**src/include/cdf_params.svh**
```systemverilog
`ifndef CDF_PARAMS_SVH
`define CDF_PARAMS_SVH
// Clock and time base
`define CDF_CLK_MHZ     100
`define CDF_BASE_MHZ    16
`define CDF_GUARD_US    4
`define CDF_REF_US      8
`define CDF_UNIT_SHIFT  7
`define CDF_MIN_UNITS   6'h02
`define CDF_SPC_2US     8'h20
`define CDF_SPC_4US     8'h40
// Register byte offsets
`define CDF_A_CTRL      12'h000
`define CDF_A_MATCH     12'h004
`define CDF_A_ISPC      12'h008
`define CDF_A_TIM       12'h00C
`define CDF_A_OFFS      12'h010
`define CDF_A_PAT       12'h014
`define CDF_A_TASK      12'h018
`define CDF_A_PTR       12'h01C
`define CDF_A_MAXC      12'h020
`define CDF_A_DONE      12'h024
`define CDF_A_STAT      12'h028
`define CDF_A_ANT       12'h040
`define CDF_A_ANT_MASK  12'hFE0
`define CDF_RST_WORD    32'h00000000
// Register fields
`define CDF_C_INLINE    0
`define CDF_C_INS1      1
`define CDF_C_MODE      3:2
`define CDF_C_TRIG      4
`define CDF_C_FMT       5
`define CDF_C_RANGE     7:6
`define CDF_M_MASK      7:0
`define CDF_M_VAL       15:8
`define CDF_I_1US       7:0
`define CDF_I_2US       15:8
`define CDF_T_LEN       5:0
`define CDF_T_SWSP      15:8
`define CDF_T_REFSP     23:16
`define CDF_T_POSTSP    31:24
`define CDF_O_SW        12:0
`define CDF_O_SMP       28:16
`define CDF_TASK_CLR    0
// Packet header layout
`define CDF_CP_BIT      5
`define CDF_S1_POS      4'h2
`define CDF_EXT_POS     4'h2
`define CDF_FLAG_POS    4'h3
`define CDF_ADV_INFO    4'h4
`define CDF_SHIFT_OCT   4'h6
`define CDF_EXT_LEN     5:0
`define CDF_FLAG_CTE    2
`define CDF_FLAG_PRIOR  1:0
`define CDF_INFO_TIME5  4:0
`define CDF_INFO_TIME6  5:0
`define CDF_INFO_TYPE   7:6
`define CDF_RANGE0_MAX  6'h14
`define CDF_RANGE1_MAX  6'h1F
`define CDF_RANGE2_MAX  6'h3F
`define CDF_MODE_AOA    2'h1
`define CDF_MODE_AOD    2'h2
`define CDF_TYPE_AOD1   2'h1
`define CDF_TYPE_AOD2   2'h2
// Sample format
`define CDF_SAT_VAL     16'h8000
`define CDF_PI64        16'h00C9
`endif

```
**src/include/cdf_pkg.sv**
```systemverilog
package cdf_pkg;
  typedef enum logic [2:0] {
    CDF_IDLE  = 3'b001,
    CDF_ARMED = 3'b010,
    CDF_RUN   = 3'b100
  } cdf_state_t;
endpackage

```
**src/hdl/cdf_ctrl.sv**
```systemverilog
// How it works
// - Inline enabled in receive: CTE parameters come from CP bit and info octet.
// - Data PDU: header1 present when header0 AND mask equals match and CP set.
// - Advertising PDU with extended header: CTE-info flag decides presence.
// - Any extended flag before the CTE-info flag moves the octet six later.
// - Duration in 8 us units; 0 or 1 means 16 us; bound is selectable.
// - Type 0 AoA, 1 AoD 1 us slots 2 us spacing, 2 AoD 2 us, 3 reserved.
// - Inline disabled: no parsing, length from manual 8 us unit setting.
// - Procedure starts at CRC end or address event plus separate offsets.
// - Found CTE in a received packet raises a one-cycle detected event.
// - Eight antenna lines mapped to pins; only connected ones are taken over.
// - In switching modes connected pins drive pattern, otherwise GPIO owns them.
// - Entry 0 from enable task, entry 1 at guard, later ones each slot.
// - Past buffer end restart at entry 2; entry 0 one spacing after last.
// - Software writes three patterns at least; clear task wipes the buffer.
// - Manual spacing between switches; first switch at offset after trigger.
// - Samples go by DMA from the buffer pointer, limited and counted.
// - IQ word: Q high half, I low half, saturate out of range.
// - Magnitude and phase word with zero top bits.
// - Sample offset counted in 16 MHz ticks.
// - Reference period uses reference spacing, then post spacing.
// - AoD receive inline: slot type picks the post reference spacing.
// - AoA receive inline: switch spacing of 2 or 4 us picks spacing.
//
// Local design decisions: the APB slave port and the address map.
`include "cdf_params.svh"
module cdf_ctrl #(
  parameter int NANT      = 8,
  parameter int NPINS     = 32,
  parameter int PAT_DEPTH = 8
) (
  input  wire logic               pclk,
  input  wire logic               presetn,
  input  wire logic               psel,
  input  wire logic               penable,
  input  wire logic               pwrite,
  input  wire logic [11:0]        paddr,
  input  wire logic [31:0]        pwdata,
  output logic      [31:0]        prdata,
  output logic                    pready,
  output logic                    pslverr,
  input  wire logic               tx_enable_task,
  input  wire logic               rx_enable_task,
  input  wire logic               address_event,
  input  wire logic               crc_end_event,
  input  wire logic               pattern_clear_task,
  input  wire logic               pkt_octet_valid,
  input  wire logic [7:0]         pkt_octet,
  input  wire logic signed [15:0] iq_i,
  input  wire logic signed [15:0] iq_q,
  output logic                    cte_detected_event,
  output logic                    dma_req,
  output logic      [31:0]        dma_addr,
  output logic      [31:0]        dma_wdata,
  input  wire logic               dma_ack,
  input  wire logic [NPINS-1:0]   gpio_out,
  input  wire logic [NPINS-1:0]   gpio_oe,
  output logic      [NPINS-1:0]   pin_out,
  output logic      [NPINS-1:0]   pin_oe
);
  localparam int PSW = $clog2(NPINS);
  localparam int PIW = $clog2(PAT_DEPTH);
  localparam logic [15:0] GUARD_TK = 16'(`CDF_GUARD_US * `CDF_BASE_MHZ);
  localparam logic [15:0] REF_TK   = 16'(`CDF_REF_US * `CDF_BASE_MHZ);
  localparam logic [7:0]  CLK_RATE = 8'(`CDF_CLK_MHZ);
  localparam logic [7:0]  BASE     = 8'(`CDF_BASE_MHZ);

  typedef struct packed {
    cdf_pkg::cdf_state_t              st;
    logic [31:0]                      ctrl;
    logic [31:0]                      match;
    logic [31:0]                      ispc;
    logic [31:0]                      tim;
    logic [31:0]                      offs;
    logic [31:0]                      ptr;
    logic [13:0]                      maxc;
    logic [13:0]                      done;
    logic [NANT-1:0][PSW:0]           asel;
    logic [PAT_DEPTH-1:0][NANT-1:0]   pat;
    logic [PIW-1:0]                   wr_p;
    logic [PIW:0]                     p_len;
    logic [PIW-1:0]                   p_idx;
    logic                             rx;
    logic [7:0]                       acc;
    logic [15:0]                      tk;
    logic [15:0]                      sw_next;
    logic [15:0]                      smp_next;
    logic                             sw_on;
    logic                             sw_guard;
    logic                             smp_on;
    logic                             own;
    logic [3:0]                       oc;
    logic [7:0]                       h0;
    logic [3:0]                       info_pos;
    logic                             cte_ok;
    logic [5:0]                       units;
    logic [1:0]                       ctype;
    logic                             det;
    logic [NANT-1:0]                  ant;
    logic                             dreq;
    logic [31:0]                      daddr;
    logic [31:0]                      dwdata;
    logic [31:0]                      rdata;
  } cdf_st_t;

  cdf_st_t s_q;
  cdf_st_t s_d;
  logic [31:0] fmt_word;

  cdf_sample_fmt u_fmt (
    .i_raw     (iq_i),
    .q_raw     (iq_q),
    .mag_phase (s_q.ctrl[`CDF_C_FMT]),
    .word      (fmt_word)
  );

  // Switching modes: AoD transmit or AoA receive
  function automatic logic sw_mode(input logic [1:0] mode, input logic rx);
    sw_mode = (mode == `CDF_MODE_AOD && !rx) || (mode == `CDF_MODE_AOA && rx);
  endfunction

  // Zero spacing would stall the timeline, so it counts as one tick
  function automatic logic [15:0] nz(input logic [7:0] v);
    nz = (v == 8'h00) ? 16'h0001 : {8'h00, v};
  endfunction

  function automatic logic known(input logic [11:0] a);
    known = (a <= `CDF_A_STAT) || ((a & `CDF_A_ANT_MASK) == `CDF_A_ANT);
  endfunction

  logic        tick;
  logic        inl;
  logic        trig;
  logic        wr;
  logic        clr;
  logic [7:0]  sw_sp;
  logic [7:0]  post_sp;
  logic [5:0]  bound;
  logic [5:0]  raw_u;
  logic [15:0] len_tk;
  logic [15:0] sw_end;
  logic [15:0] smp_end;
  logic [15:0] ref_end;
  logic [PIW:0] nxt_idx;

  // Parser, timeline, pattern engine, DMA and register file
  always_comb
  begin
    s_d = s_q;
    s_d.det = 1'b0;
    inl = s_q.ctrl[`CDF_C_INLINE] && s_q.rx;
    {tick, s_d.acc} = (s_q.acc + BASE >= CLK_RATE) ?
                      {1'b1, s_q.acc + BASE - CLK_RATE} : {1'b0, s_q.acc + BASE};
    wr  = psel && penable && pwrite;
    clr = pattern_clear_task || (wr && paddr == `CDF_A_TASK && pwdata[`CDF_TASK_CLR]);
    // Inline uses the packet slot type, manual uses the register
    case (s_q.ctype)
      `CDF_TYPE_AOD1: sw_sp = inl ? `CDF_SPC_2US : s_q.tim[`CDF_T_SWSP];
      `CDF_TYPE_AOD2: sw_sp = inl ? `CDF_SPC_4US : s_q.tim[`CDF_T_SWSP];
      default:        sw_sp = s_q.tim[`CDF_T_SWSP];
    endcase
    post_sp = s_q.tim[`CDF_T_POSTSP];
    if (inl && s_q.ctrl[`CDF_C_MODE] == `CDF_MODE_AOD)
    begin
      if (s_q.ctype == `CDF_TYPE_AOD1)
        post_sp = s_q.ispc[`CDF_I_1US];
      else if (s_q.ctype == `CDF_TYPE_AOD2)
        post_sp = s_q.ispc[`CDF_I_2US];
    end
    else if (inl && s_q.ctrl[`CDF_C_MODE] == `CDF_MODE_AOA)
    begin
      if (s_q.tim[`CDF_T_SWSP] == `CDF_SPC_2US)
        post_sp = s_q.ispc[`CDF_I_1US];
      else if (s_q.tim[`CDF_T_SWSP] == `CDF_SPC_4US)
        post_sp = s_q.ispc[`CDF_I_2US];
    end
    case (s_q.ctrl[`CDF_C_RANGE])
      2'h0:    bound = `CDF_RANGE0_MAX;
      2'h1:    bound = `CDF_RANGE1_MAX;
      default: bound = `CDF_RANGE2_MAX;
    endcase
    raw_u = (s_q.ctrl[`CDF_C_RANGE] >= 2'h2) ? pkt_octet[`CDF_INFO_TIME6] :
            {1'b0, pkt_octet[`CDF_INFO_TIME5]};
    len_tk  = {3'h0, s_q.units, 7'h00};
    sw_end  = 16'(s_q.offs[`CDF_O_SW]) + len_tk;
    smp_end = 16'(s_q.offs[`CDF_O_SMP]) + len_tk;
    ref_end = 16'(s_q.offs[`CDF_O_SMP]) + GUARD_TK + REF_TK;
    nxt_idx = {1'b0, s_q.p_idx} + 1'b1;
    trig = s_q.ctrl[`CDF_C_TRIG] ? crc_end_event : address_event;
    if (inl && s_q.ctrl[`CDF_C_INLINE])
      trig = crc_end_event;

    // Register writes
    if (wr)
    begin
      case (paddr)
        `CDF_A_CTRL:  s_d.ctrl  = pwdata;
        `CDF_A_MATCH: s_d.match = pwdata;
        `CDF_A_ISPC:  s_d.ispc  = pwdata;
        `CDF_A_TIM:   s_d.tim   = pwdata;
        `CDF_A_OFFS:  s_d.offs  = pwdata;
        `CDF_A_PTR:   s_d.ptr   = pwdata;
        `CDF_A_MAXC:  s_d.maxc  = pwdata[13:0];
        `CDF_A_PAT:
        begin
          s_d.pat[s_q.wr_p] = pwdata[NANT-1:0];
          s_d.wr_p = (s_q.wr_p == PIW'(PAT_DEPTH - 1)) ? PIW'(2) : s_q.wr_p + 1'b1;
          if (s_q.p_len < (PIW+1)'(PAT_DEPTH))
            s_d.p_len = s_q.p_len + 1'b1;
        end
        default:
        begin
          if ((paddr & `CDF_A_ANT_MASK) == `CDF_A_ANT)
            s_d.asel[paddr[4:2]] = {pwdata[31], pwdata[PSW-1:0]};
        end
      endcase
    end
    if (clr)
    begin
      s_d.pat   = '0;
      s_d.wr_p  = '0;
      s_d.p_len = '0;
    end

    // DMA completion; count what memory really took
    if (s_q.dreq && dma_ack)
    begin
      s_d.dreq = 1'b0;
      s_d.done = s_q.done + 1'b1;
    end

    case (s_q.st)
      cdf_pkg::CDF_IDLE, cdf_pkg::CDF_ARMED:
      begin
        // Header octets while armed in inline receive
        if (s_q.st == cdf_pkg::CDF_ARMED && inl && pkt_octet_valid)
        begin
          // Octet count stops at the top so a long header never wraps into a false match
          if (s_q.oc != 4'hF)
            s_d.oc = s_q.oc + 1'b1;
          if (s_q.oc == 4'h0)
            s_d.h0 = pkt_octet;
          if (s_q.ctrl[`CDF_C_INS1])
          begin
            if (s_q.oc == 4'h0)
              s_d.info_pos = ((pkt_octet & s_q.match[`CDF_M_MASK]) == s_q.match[`CDF_M_VAL]
                              && pkt_octet[`CDF_CP_BIT]) ? `CDF_S1_POS : 4'hF;
          end
          else if (s_q.oc == `CDF_EXT_POS)
          begin
            if (pkt_octet[`CDF_EXT_LEN] == 6'h00 ||
                (s_q.h0 & s_q.match[`CDF_M_MASK]) != s_q.match[`CDF_M_VAL])
              s_d.info_pos = 4'hF;
            else
              s_d.info_pos = `CDF_ADV_INFO;
          end
          else if (s_q.oc == `CDF_FLAG_POS && s_q.info_pos != 4'hF)
          begin
            if (!pkt_octet[`CDF_FLAG_CTE])
              s_d.info_pos = 4'hF;
            else if (|pkt_octet[`CDF_FLAG_PRIOR])
              s_d.info_pos = `CDF_ADV_INFO + `CDF_SHIFT_OCT;
            else
              s_d.info_pos = `CDF_ADV_INFO;
          end
          if (s_q.oc == s_q.info_pos && s_q.info_pos != 4'hF && !s_q.cte_ok)
          begin
            s_d.cte_ok = 1'b1;
            s_d.det    = 1'b1;
            s_d.ctype  = pkt_octet[`CDF_INFO_TYPE];
            s_d.units  = (raw_u < `CDF_MIN_UNITS) ? `CDF_MIN_UNITS :
                         (raw_u > bound) ? bound : raw_u;
          end
        end
        if (s_q.st == cdf_pkg::CDF_ARMED && trig)
        begin
          if (!inl)
          begin
            s_d.units = s_q.tim[`CDF_T_LEN];
            s_d.ctype = 2'h0;
          end
          s_d.st       = cdf_pkg::CDF_RUN;
          s_d.tk       = 16'h0000;
          s_d.sw_next  = 16'(s_q.offs[`CDF_O_SW]);
          s_d.sw_guard = 1'b1;
          s_d.sw_on    = sw_mode(s_q.ctrl[`CDF_C_MODE], s_q.rx);
          s_d.smp_next = 16'(s_q.offs[`CDF_O_SMP]) + GUARD_TK;
          s_d.smp_on   = s_q.rx && s_q.ctrl[`CDF_C_MODE] != 2'h0;
          s_d.p_idx    = PIW'(2);
          if (inl && !s_q.cte_ok)
          begin
            s_d.st  = cdf_pkg::CDF_IDLE;
            s_d.own = 1'b0;
          end
        end
      end
      cdf_pkg::CDF_RUN:
      begin
        if (tick)
          s_d.tk = s_q.tk + 1'b1;
        if (tick && s_q.sw_on && s_q.tk == s_q.sw_next)
        begin
          if (s_q.sw_guard)
          begin
            s_d.ant      = s_q.pat[1];
            s_d.sw_guard = 1'b0;
            s_d.sw_next  = s_q.sw_next + GUARD_TK + REF_TK;
          end
          else if (s_q.sw_next >= sw_end)
          begin
            s_d.ant   = s_q.pat[0];
            s_d.sw_on = 1'b0;
          end
          else
          begin
            s_d.ant     = s_q.pat[s_q.p_idx];
            s_d.p_idx   = (nxt_idx >= s_q.p_len) ? PIW'(2) : nxt_idx[PIW-1:0];
            s_d.sw_next = s_q.sw_next + nz(sw_sp);
          end
        end
        if (tick && s_q.smp_on && s_q.tk == s_q.smp_next)
        begin
          if (s_q.smp_next >= smp_end)
            s_d.smp_on = 1'b0;
          else
          begin
            // One word in flight; a sample meeting a busy port is lost
            if (!s_q.dreq && s_q.done < s_q.maxc)
            begin
              s_d.dreq   = 1'b1;
              s_d.daddr  = s_q.ptr + {16'h0000, s_q.done, 2'b00};
              s_d.dwdata = fmt_word;
            end
            s_d.smp_next = s_q.smp_next + ((s_q.smp_next < ref_end) ?
                           nz(s_q.tim[`CDF_T_REFSP]) : nz(post_sp));
          end
        end
        if (!s_q.sw_on && !s_q.smp_on)
        begin
          s_d.st  = cdf_pkg::CDF_IDLE;
          s_d.own = 1'b0;
        end
      end
      default: s_d.st = cdf_pkg::CDF_IDLE;
    endcase

    // Enable task restarts the procedure state, keeps a pending DMA word, and puts entry 0 out
    if (tx_enable_task || rx_enable_task)
    begin
      s_d.st       = cdf_pkg::CDF_ARMED;
      s_d.rx       = rx_enable_task;
      s_d.oc       = 4'h0;
      s_d.info_pos = 4'hF;
      s_d.cte_ok   = 1'b0;
      s_d.sw_on    = 1'b0;
      s_d.smp_on   = 1'b0;
      s_d.done     = 14'h0000;
      s_d.ant      = s_q.pat[0];
      s_d.own      = sw_mode(s_q.ctrl[`CDF_C_MODE], rx_enable_task);
    end

    // Read data caught in the setup phase
    if (psel && !penable)
    begin
      case (paddr)
        `CDF_A_CTRL:  s_d.rdata = s_q.ctrl;
        `CDF_A_MATCH: s_d.rdata = s_q.match;
        `CDF_A_ISPC:  s_d.rdata = s_q.ispc;
        `CDF_A_TIM:   s_d.rdata = s_q.tim;
        `CDF_A_OFFS:  s_d.rdata = s_q.offs;
        `CDF_A_PAT:   s_d.rdata = 32'(s_q.p_len);
        `CDF_A_PTR:   s_d.rdata = s_q.ptr;
        `CDF_A_MAXC:  s_d.rdata = {18'h00000, s_q.maxc};
        `CDF_A_DONE:  s_d.rdata = {18'h00000, s_q.done};
        `CDF_A_STAT:  s_d.rdata = {16'h0000, s_q.cte_ok, s_q.ctype, s_q.units,
                                   s_q.own, s_q.dreq, 2'b00, s_q.st};
        default:
        begin
          s_d.rdata = `CDF_RST_WORD;
          if ((paddr & `CDF_A_ANT_MASK) == `CDF_A_ANT)
            s_d.rdata = {s_q.asel[paddr[4:2]][PSW], {(31-PSW){1'b0}},
                         s_q.asel[paddr[4:2]][PSW-1:0]};
        end
      endcase
    end
  end

  // Single state register
  always_ff @(posedge pclk or negedge presetn)
  begin
    if (!presetn)
    begin
      s_q    <= '0;
      s_q.st <= cdf_pkg::CDF_IDLE;
    end
    else
      s_q <= s_d;
  end

  // Pin ownership: acquired pins drive the pattern, others follow GPIO
  genvar p;
  generate
    for (p = 0; p < NPINS; p++)
    begin : g_pin
      logic hit;
      logic val;
      always_comb
      begin
        hit = 1'b0;
        val = 1'b0;
        for (int n = 0; n < NANT; n++)
        begin
          if (s_q.own && s_q.asel[n][PSW] && s_q.asel[n][PSW-1:0] == PSW'(p))
          begin
            hit = 1'b1;
            val = s_q.ant[n];
          end
        end
        pin_out[p] = hit ? val : gpio_out[p];
        pin_oe[p]  = hit ? 1'b1 : gpio_oe[p];
      end
    end
  endgenerate

  assign pready             = psel && penable;
  assign pslverr            = psel && penable && !known(paddr);
  assign prdata             = s_q.rdata;
  assign cte_detected_event = s_q.det;
  assign dma_req            = s_q.dreq;
  assign dma_addr           = s_q.daddr;
  assign dma_wdata          = s_q.dwdata;
endmodule

```
**src/hdl/cdf_sample_fmt.sv**
```systemverilog
`include "cdf_params.svh"
module cdf_sample_fmt #(
  parameter int STAGES = 8
) (
  input  wire logic signed [15:0] i_raw,
  input  wire logic signed [15:0] q_raw,
  input  wire logic               mag_phase,
  output logic             [31:0] word
);
  // Out of 12-bit range check on the top sign bits
  function automatic logic fits12(input logic [15:0] v);
    fits12 = (&v[15:11]) | ~(|v[15:11]);
  endfunction

  function automatic logic signed [15:0] clamp12(input logic signed [15:0] v);
    if (fits12(v))
      clamp12 = v;
    else
      clamp12 = v[15] ? -16'sh0800 : 16'sh07FF;
  endfunction

  // Rotation angles scaled by 64
  function automatic logic signed [15:0] atan64(input int k);
    case (k)
      0: atan64 = 16'sh0032;
      1: atan64 = 16'sh001E;
      2: atan64 = 16'sh0010;
      3: atan64 = 16'sh0008;
      4: atan64 = 16'sh0004;
      5: atan64 = 16'sh0002;
      6: atan64 = 16'sh0001;
      default: atan64 = 16'sh0000;
    endcase
  endfunction

  logic signed [15:0] ci;
  logic signed [15:0] cq;
  logic signed [15:0] cx [STAGES+1];
  logic signed [15:0] cy [STAGES+1];
  logic signed [15:0] cz [STAGES+1];

  // Vectoring rotation; its gain is the wanted magnitude scale
  assign ci    = clamp12(i_raw);
  assign cq    = clamp12(q_raw);
  assign cx[0] = ci[15] ? -ci : ci;
  assign cy[0] = ci[15] ? -cq : cq;
  assign cz[0] = ci[15] ? (cq[15] ? -16'(`CDF_PI64) : 16'(`CDF_PI64)) : 16'sh0000;

  genvar k;
  generate
    for (k = 0; k < STAGES; k++)
    begin : g_stage
      assign cx[k+1] = cy[k][15] ? cx[k] - (cy[k] >>> k) : cx[k] + (cy[k] >>> k);
      assign cy[k+1] = cy[k][15] ? cy[k] + (cx[k] >>> k) : cy[k] - (cx[k] >>> k);
      assign cz[k+1] = cy[k][15] ? cz[k] - atan64(k) : cz[k] + atan64(k);
    end
  endgenerate

  // Q high, I low; saturated code marks out of range input
  always_comb
  begin
    if (mag_phase)
      word = {3'h0, cx[STAGES][12:0], {7{cz[STAGES][8]}}, cz[STAGES][8:0]};
    else
      word = {fits12(q_raw) ? q_raw : `CDF_SAT_VAL,
              fits12(i_raw) ? i_raw : `CDF_SAT_VAL};
  end
endmodule

```
**config.mk**
```make
export PLATFORM = sky130hd
export DESIGN_NAME = cdf_ctrl
export DESIGN_NICKNAME = d
export VERILOG_FILES = /design/src/include/cdf_pkg.sv /design/src/hdl/cdf_ctrl.sv /design/src/hdl/cdf_sample_fmt.sv
export VERILOG_INCLUDE_DIRS = /design/src /design/src/include
export SDC_FILE = /design/constraint.sdc
export NUM_CORES = 2
export LEC_CHECK = 0
export BUFFER_PORTS_ARGS = -buffer_cell sky130_fd_sc_hd__buf_2
export CELL_PAD_IN_SITES_DETAIL_PLACEMENT = 1
export CELL_PAD_IN_SITES_GLOBAL_PLACEMENT = 1
export CORE_ASPECT_RATIO = 1.2
export CORE_MARGIN = 2
export CORE_UTILIZATION = 35
export CTS_CLUSTER_SIZE = 14
export DETAILED_ROUTE_END_ITERATION = 10
export PLACE_DENSITY_LB_ADDON = 0.1
export SYNTH_ARGS = -nofsm -noshare
export SYNTH_HDL_FRONTEND = slang
export SYNTH_SLANG_ARGS = --single-unit
export TNS_END_PERCENT = 10
```
**constraint.sdc**
```tcl
create_clock -name pclk -period 10.7 [get_ports pclk]
set_clock_uncertainty 0.2 [all_clocks]
set_input_delay 0.535 -clock pclk [delete_from_list [all_inputs] [get_ports pclk]]
set_output_delay 0.535 -clock pclk [all_outputs]
set_load 0.05 [all_outputs]
```
After elaboration in Yosys (flattened, before gate mapping)

Cells that the tools add are included.

Register bits: 537
Input bits: 160
Output and inout bits: 164
Word-level logic and storage cells: 1503

$add $sub $neg: 62
$lt $le $gt $ge: 16
Bitwise logic cells: 8
Reduce and logical (&&, ||, !) cells: 371
Equal/unequal tests: 296
Muxes and demuxes: 701

Operators by type and width:

| kind                | number |
|---|---|
| $eq 5x5->1 const B  | 128 |
| $mux 1              | 586 |
| $mux 16             | 27 |
| $eq 5x4->1 const B  | 64 |
| $pmux 32 s10        | 1 |
| $logic_and 1x1->1   | 296 |
| $mux 71             | 3 |
| $mux 65             | 3 |
| $mux 8              | 21 |
| $eq 5x3->1 const B  | 32 |
| $pmux 52 s2         | 1 |
| $mux 9              | 10 |
| $eq 5x2->1 const B  | 16 |
| $mux 73             | 1 |
| $bwmux 64           | 1 |
| $mux 32             | 2 |
| $mux 26             | 2 |
| $mux 52             | 1 |
| $bwmux 48           | 1 |
| $eq 12x5->1 const B | 4 |
| $eq 5x1->1 const B  | 8 |
| $logic_not 5->1     | 8 |
| $mux 4              | 10 |
| $eq 12x6->1 const B | 3 |
| 109 further kinds   | 225 |

Logic depth before layout (Yosys ltp)

Depth in word-level cells: 28
Depth in mapped cells: 138
Depth with buffers taken out: 127

Cells and area by module

From an unflattened synthesis, not the netlist that was laid out.

Cells, all modules: 6372
Area total of the unflattened synthesis: 51969.8 um^2

Modules (own cells, without submodules):

| module         | cells each | area each (um^2) | seq. area each (um^2) | instances |
|---|---|---|---|---|
| cdf_ctrl       | 3897       | 35024.8          | 13389.1               | 1 |
| cdf_sample_fmt | 2475       | 16945.0          | 0.0                   | 1 |

Worst setup path before layout

No wires, ideal clock.

Path kind: input-to-reg
Start point: input iq_q[14]
End point: register s_q, in the netlist dma_wdata[28]
Cell stages on the path: 133
Arrival time: 25.977 ns
Path slack: -15.557 ns
Setup time: 0.079 ns
Cell sequence: buf_6 or4_1 o21ai_1 clkbuf_1 a21oi_1 ha_1 nand2_1 nor2_1 a31oi_1 nor2_1 a21oi_1 or2_2 inv_1 ha_1 clkbuf_1 or4_1 o21ai_0 o21ai_0 [97 not listed] xnor2_2 mux2i_1 fa_1 a21o_1 a21o_1 a21o_1 a21oi_1 o21bai_1 a21oi_1 o21ai_0 a21o_1 a21oi_1 xnor2_1 xnor2_1 nor4_1 o211a_1 o21ai_1 a2bb2oi_1

Word-level cells in the longest chain between the ends: 23
Elaborated cells between the ends (all ways): 53

RTL lines:

| element                                               | line                                       | source |
|---|---|---|
| start: declaration                                    | cdf_ctrl.sv:50                             | `input wire logic signed [15:0] iq_q,` |
| $reduce_or 5->1                                       | cdf_sample_fmt.sv:12                       | `fits12 = (&v[15:11]) \| ~(\|v[15:11]);` |
| $not 1->1                                             | cdf_sample_fmt.sv:12                       |  |
| $or 1x1->1                                            | cdf_sample_fmt.sv:12                       |  |
| $mux 16                                               | cdf_sample_fmt.sv:16                       | `if (fits12(v))` |
| $neg 16->16                                           | cdf_sample_fmt.sv:46                       | `assign cy[0] = ci[15] ? -cq : cq;` |
| $mux 16                                               | cdf_sample_fmt.sv:46                       |  |
| $sub 16x16->16, or another cell as far along          | cdf_sample_fmt.sv:54                       | `assign cy[k+1] = cy[k][15] ? cy[k] + (cx[k] >>> k) : cy[k] - (cx[k] >>> k);` |
| $mux 16, on equally long branches                     | cdf_sample_fmt.sv:54, cdf_sample_fmt.sv:53 |  |
| [7 not listed]                                        | --                                         |  |
| $mux 16, on equally long branches                     | cdf_sample_fmt.sv:54, cdf_sample_fmt.sv:53 |  |
| $sub 16x11->16, or another cell as far along          | cdf_sample_fmt.sv:54                       |  |
| $mux 16, on equally long branches                     | cdf_sample_fmt.sv:54, cdf_sample_fmt.sv:53 |  |
| $sub 16x10->16, or another cell as far along          | cdf_sample_fmt.sv:54                       |  |
| $mux 16 / $mux 13 (equally long branches)             | cdf_sample_fmt.sv:54, cdf_sample_fmt.sv:53 |  |
| $add 13x9->13 / $sub 13x9->13 (equally long branches) | cdf_sample_fmt.sv:53                       | `assign cx[k+1] = cy[k][15] ? cx[k] - (cy[k] >>> k) : cx[k] + (cy[k] >>> k);` |
| $mux 13                                               | cdf_sample_fmt.sv:53                       |  |
| $mux 32 *                                             | cdf_sample_fmt.sv:62                       | `if (mag_phase)` |
| end: declaration                                      | cdf_ctrl.sv:106                            | `cdf_st_t s_q;` |

Every way passes the cells marked *; elsewhere a longest branch is shown, timed or not.
A chain may end at the register's enable or synchronous reset.

Worst setup path in the final report

Start point: input iq_i[14]
End point: register s_q, in the netlist dma_wdata[28]

Word-level cells in the longest chain between the ends: 23
Elaborated cells between the ends (all ways): 53

RTL lines:

| element                                               | line                                       | source |
|---|---|---|
| start: declaration                                    | cdf_ctrl.sv:49                             | `input wire logic signed [15:0] iq_i,` |
| $reduce_or 5->1                                       | cdf_sample_fmt.sv:12                       |  |
| $not 1->1                                             | cdf_sample_fmt.sv:12                       |  |
| $or 1x1->1                                            | cdf_sample_fmt.sv:12                       |  |
| $mux 16 *                                             | cdf_sample_fmt.sv:16                       |  |
| $neg 16->16                                           | cdf_sample_fmt.sv:45                       | `assign cx[0] = ci[15] ? -ci : ci;` |
| $mux 16                                               | cdf_sample_fmt.sv:45                       |  |
| $sub 16x16->16, or another cell as far along          | cdf_sample_fmt.sv:54                       |  |
| $mux 16, on equally long branches                     | cdf_sample_fmt.sv:54, cdf_sample_fmt.sv:53 |  |
| [7 not listed]                                        | --                                         |  |
| $mux 16, on equally long branches                     | cdf_sample_fmt.sv:54, cdf_sample_fmt.sv:53 |  |
| $sub 16x11->16, or another cell as far along          | cdf_sample_fmt.sv:54                       |  |
| $mux 16, on equally long branches                     | cdf_sample_fmt.sv:54, cdf_sample_fmt.sv:53 |  |
| $sub 16x10->16, or another cell as far along          | cdf_sample_fmt.sv:54                       |  |
| $mux 16 / $mux 13 (equally long branches)             | cdf_sample_fmt.sv:54, cdf_sample_fmt.sv:53 |  |
| $add 13x9->13 / $sub 13x9->13 (equally long branches) | cdf_sample_fmt.sv:53                       |  |
| $mux 13 *                                             | cdf_sample_fmt.sv:53                       |  |
| $mux 32 *                                             | cdf_sample_fmt.sv:62                       |  |

Marked as above.

==> impl_metrics.ini <==
[global_routing]
grt_util_met2 = 0.512
grt_use_total = 0.287
grt_use_met1 = 0.348
globalRouteMet3Util = 0.0277
grt_pass1_wl_um = 332000
grt_busiest_layer = met2
grt_max_degree = 136
first_global_vias = 54813
overflow = 0
grt_antenna_before_repair = 8

[yosys]
synth-seq-cells = 535
ys_warn_count = 0
netlist_instances = 6260
ys.flop_type = dfrtp_1
ys_types = 107
avgSynthCellArea_um2 = 8.16
synth-seq-area-share = 0.262
async_flop_share = 1.00
synth-edff-count = 0
netlist_area_um2 = 51100

[drt]
avgViaCountPerCell = 5.51
detailedRoute.firstIterationViolations = 3070
wirelength_um = 219000
vias = 51994
drt_pass1_iterations = 6
drc_errors = 0
ant_nets = 0
drt-wirelength-per-cell_um = 23.2

[clock_network]
root_buffer = clkbuf_16
clk_pin_slew_ps = 70
cts_max_path_buffers = 3
cts.sinks = 535
cts_buffers = 66
cts_tree = yes
clk-insertion-delay-late_ps = 680
cts_max_level = 3

[finish]
area_growth_pct = 28.3
nNetsFinal = 8026
drive_gt1_frac = 0.284
stdcell_count = 9435

[timing]
relSlewSlack = 0.230
rsz0062_at_grt = true
setup_viol = 28
worst_pin_slew_ps = 1150
max_freq_mhz = 47.0
hold_slack_ps = 42.7
fin_crit_sh = 1.99
period_needed_ps = 21280
maxSlewViolCount = 0
hold_viol = 0
setup_tns_ps = -241530
finalWorstSetupSlack_ps = -10580

[worst_setup_path]
worst_path_max_delay_cell = nor3_1
r2r-start = s_q[136]
worst_path_largest_cell_delay_ps = 520
crit_type = input port to flip-flop
end_kind = flip-flop
ff2ff_path_depth = 34
critPathTopFamily = compound AO/OA/AOI/OAI gates
rrSetupSlack_ps = 4130
arrival_ps = 21670
worst_ep_required_time_ps = 11100
r2r-end = s_q[145]
worstSetupStartpointType = input port
crit_fanout = 9
critPathBufInv = 20

[min_path]
hold_end = s_q[398]
hp-class = input port to flip-flop
hold_path_depth = 2
min_from = pwdata[24]

[floorplanning]
dieHeight_um = 423
die_area_um2 = 149000
die_w_um = 353
floorplan.initialDensity = 0.353
core-area_um2 = 145000
pin_count = 324
rows = 153

[placed_design]
dp_cells = 9222
place_congestion = 0.947
portBuffers = 323
hpwl_um = 173000

[run_status]
violations = negative setup slack
status = finished, violations left

[run]
maxCapViolations = 0
cells in the mapped netlist, drive strengths merged (30+ instances only):
library cell	n	share of area
a211oi	47	0.0070
a21o	101	0.015
a21oi	462	0.046
a222oi	43	0.0084
a31oi	68	0.0083
and2	30	0.0037
and3	36	0.0044
buf	137	0.018
clkbuf	237	0.017
dfrtp	534	0.26
ha	398	0.097
inv	295	0.022
mux2	275	0.061
mux2i	134	0.026
mux4	31	0.014
nand2	601	0.044
nand2b	80	0.0098
nand3	144	0.014
nand4	66	0.0081
nor2	742	0.055
nor2b	93	0.011
nor3	150	0.015
nor4	59	0.0078
o211ai	69	0.010
o21a	40	0.0059
o21ai	380	0.037
o21bai	65	0.0095
or3	38	0.0047
xnor2	314	0.055
xor2	194	0.033
stage by stage:
stage               setup WS (ps)  utilization  area (um^2)
global placement           -11550        0.427        61900
global route               -12020        0.452        65600
floorplan                  -11380            -        51700
detailed placement         -12230        0.427        61900
CTS                        -10500        0.451        65300
finish                     -10580        0.452        65600
routing by layer:
metal  vias to the layer above  part of all wire
li1                      24555                 -
met4                         0             0.046
met1                     26075              0.42
met2                      1006              0.50
met3                       358             0.033
met5                         -                 0
cell usage in the layout, fill, tap and decap left out, types with 41 or more instances in the layout:
| cell type | n |
|---|---|
| a211oi_1 | 43 |
| a21o_1 | 101 |
| a21oi_1 | 420 |
| a21oi_2 | 41 |
| a222oi_1 | 43 |
| a31oi_1 | 63 |
| buf_2 | 322 |
| buf_4 | 1112 |
| clkbuf_16 | 67 |
| dfrtp_1 | 532 |
| ha_1 | 380 |
| inv_1 | 286 |
| mux2_2 | 273 |
| mux2i_1 | 131 |
| nand2_1 | 594 |
| nand2b_1 | 80 |
| nand3_1 | 142 |
| nand4_1 | 66 |
| nor2_1 | 723 |
| nor2b_1 | 90 |
| nor3_1 | 134 |
| nor4_1 | 49 |
| o211ai_1 | 69 |
| o21ai_0 | 328 |
| o21bai_1 | 64 |
| xnor2_1 | 301 |
| xor2_1 | 186 |
layout make-up:
type | instances | area (um^2)
diodes | 2 | 5.00
clock buffers | 93 | 1910
well taps | 1937 | 2420
inverters | 297 | 1130
clock inverters | 27 | 379
multi-input cells | 5062 | 35800
fillers | 17522 | 79300
flip-flops and latches | 535 | 13400
repair buffers | 1482 | 10500
how the worst max path moves through the flow:
stage / start / endpoint / slack, ps / depth (start not counted)
floorplan: iq_q[14] / dma_wdata[28] / -11380 / 136
global placement: iq_i[12] / dma_wdata[28] / -11550 / 120
detailed placement: iq_i[12] / dma_wdata[28] / -12230 / 130
CTS: iq_i[14] / dma_wdata[27] / -10500 / 128
global route: iq_q[13] / dma_wdata[28] / -12020 / 137
finish: iq_i[14] / dma_wdata[28] / -10580 / 130
worst register-to-register path: cells and delay by family, from the launching register on:
family | cells | cell delay (ps)
compound gates | 18 | 3160
fa+ha+maj | 3 | 1000
flops | 1 | 490
simple gates | 13 | 1630
kinds of logic after synthesis:
group / Yosys count / synth area share
adders and majority gates: 423 / 0.107
muxes: 440 / 0.101
and+or+nand+nor: 2163 / 0.197
other: 2 / 0.000147
xor gates and xnor gates: 508 / 0.0888
AOI/OAI and AO/OA: 1518 / 0.188
buffers and inverters: 671 / 0.0570
DFF: 535 / 0.262
timing repair:
| action | CTS | global route |
|---|---|---|
| gates resized for setup | 125 | 45 |
| hold buffers | 30 | 0 |
| endpoints found under the hold margin | 204 | 0 |
| setup endpoints to repair | 28 | 28 |
| pin swaps | 72 | 41 |
| setup buffers | 49 | 13 |
flip-flops by register name, summed over array words and instances, names as in the netlist:
| register | count |
|---|---|
| s_q | 431 |
| dma_addr | 32 |
| dma_wdata | 32 |
| prdata | 32 |
| len_tk | 6 |
| cte_detected_event | 1 |
| dma_req | 1 |
Power is left out: the tool's default activity adds up to more than one toggle a clock period on the data nets, which glitch-free logic cannot reach.
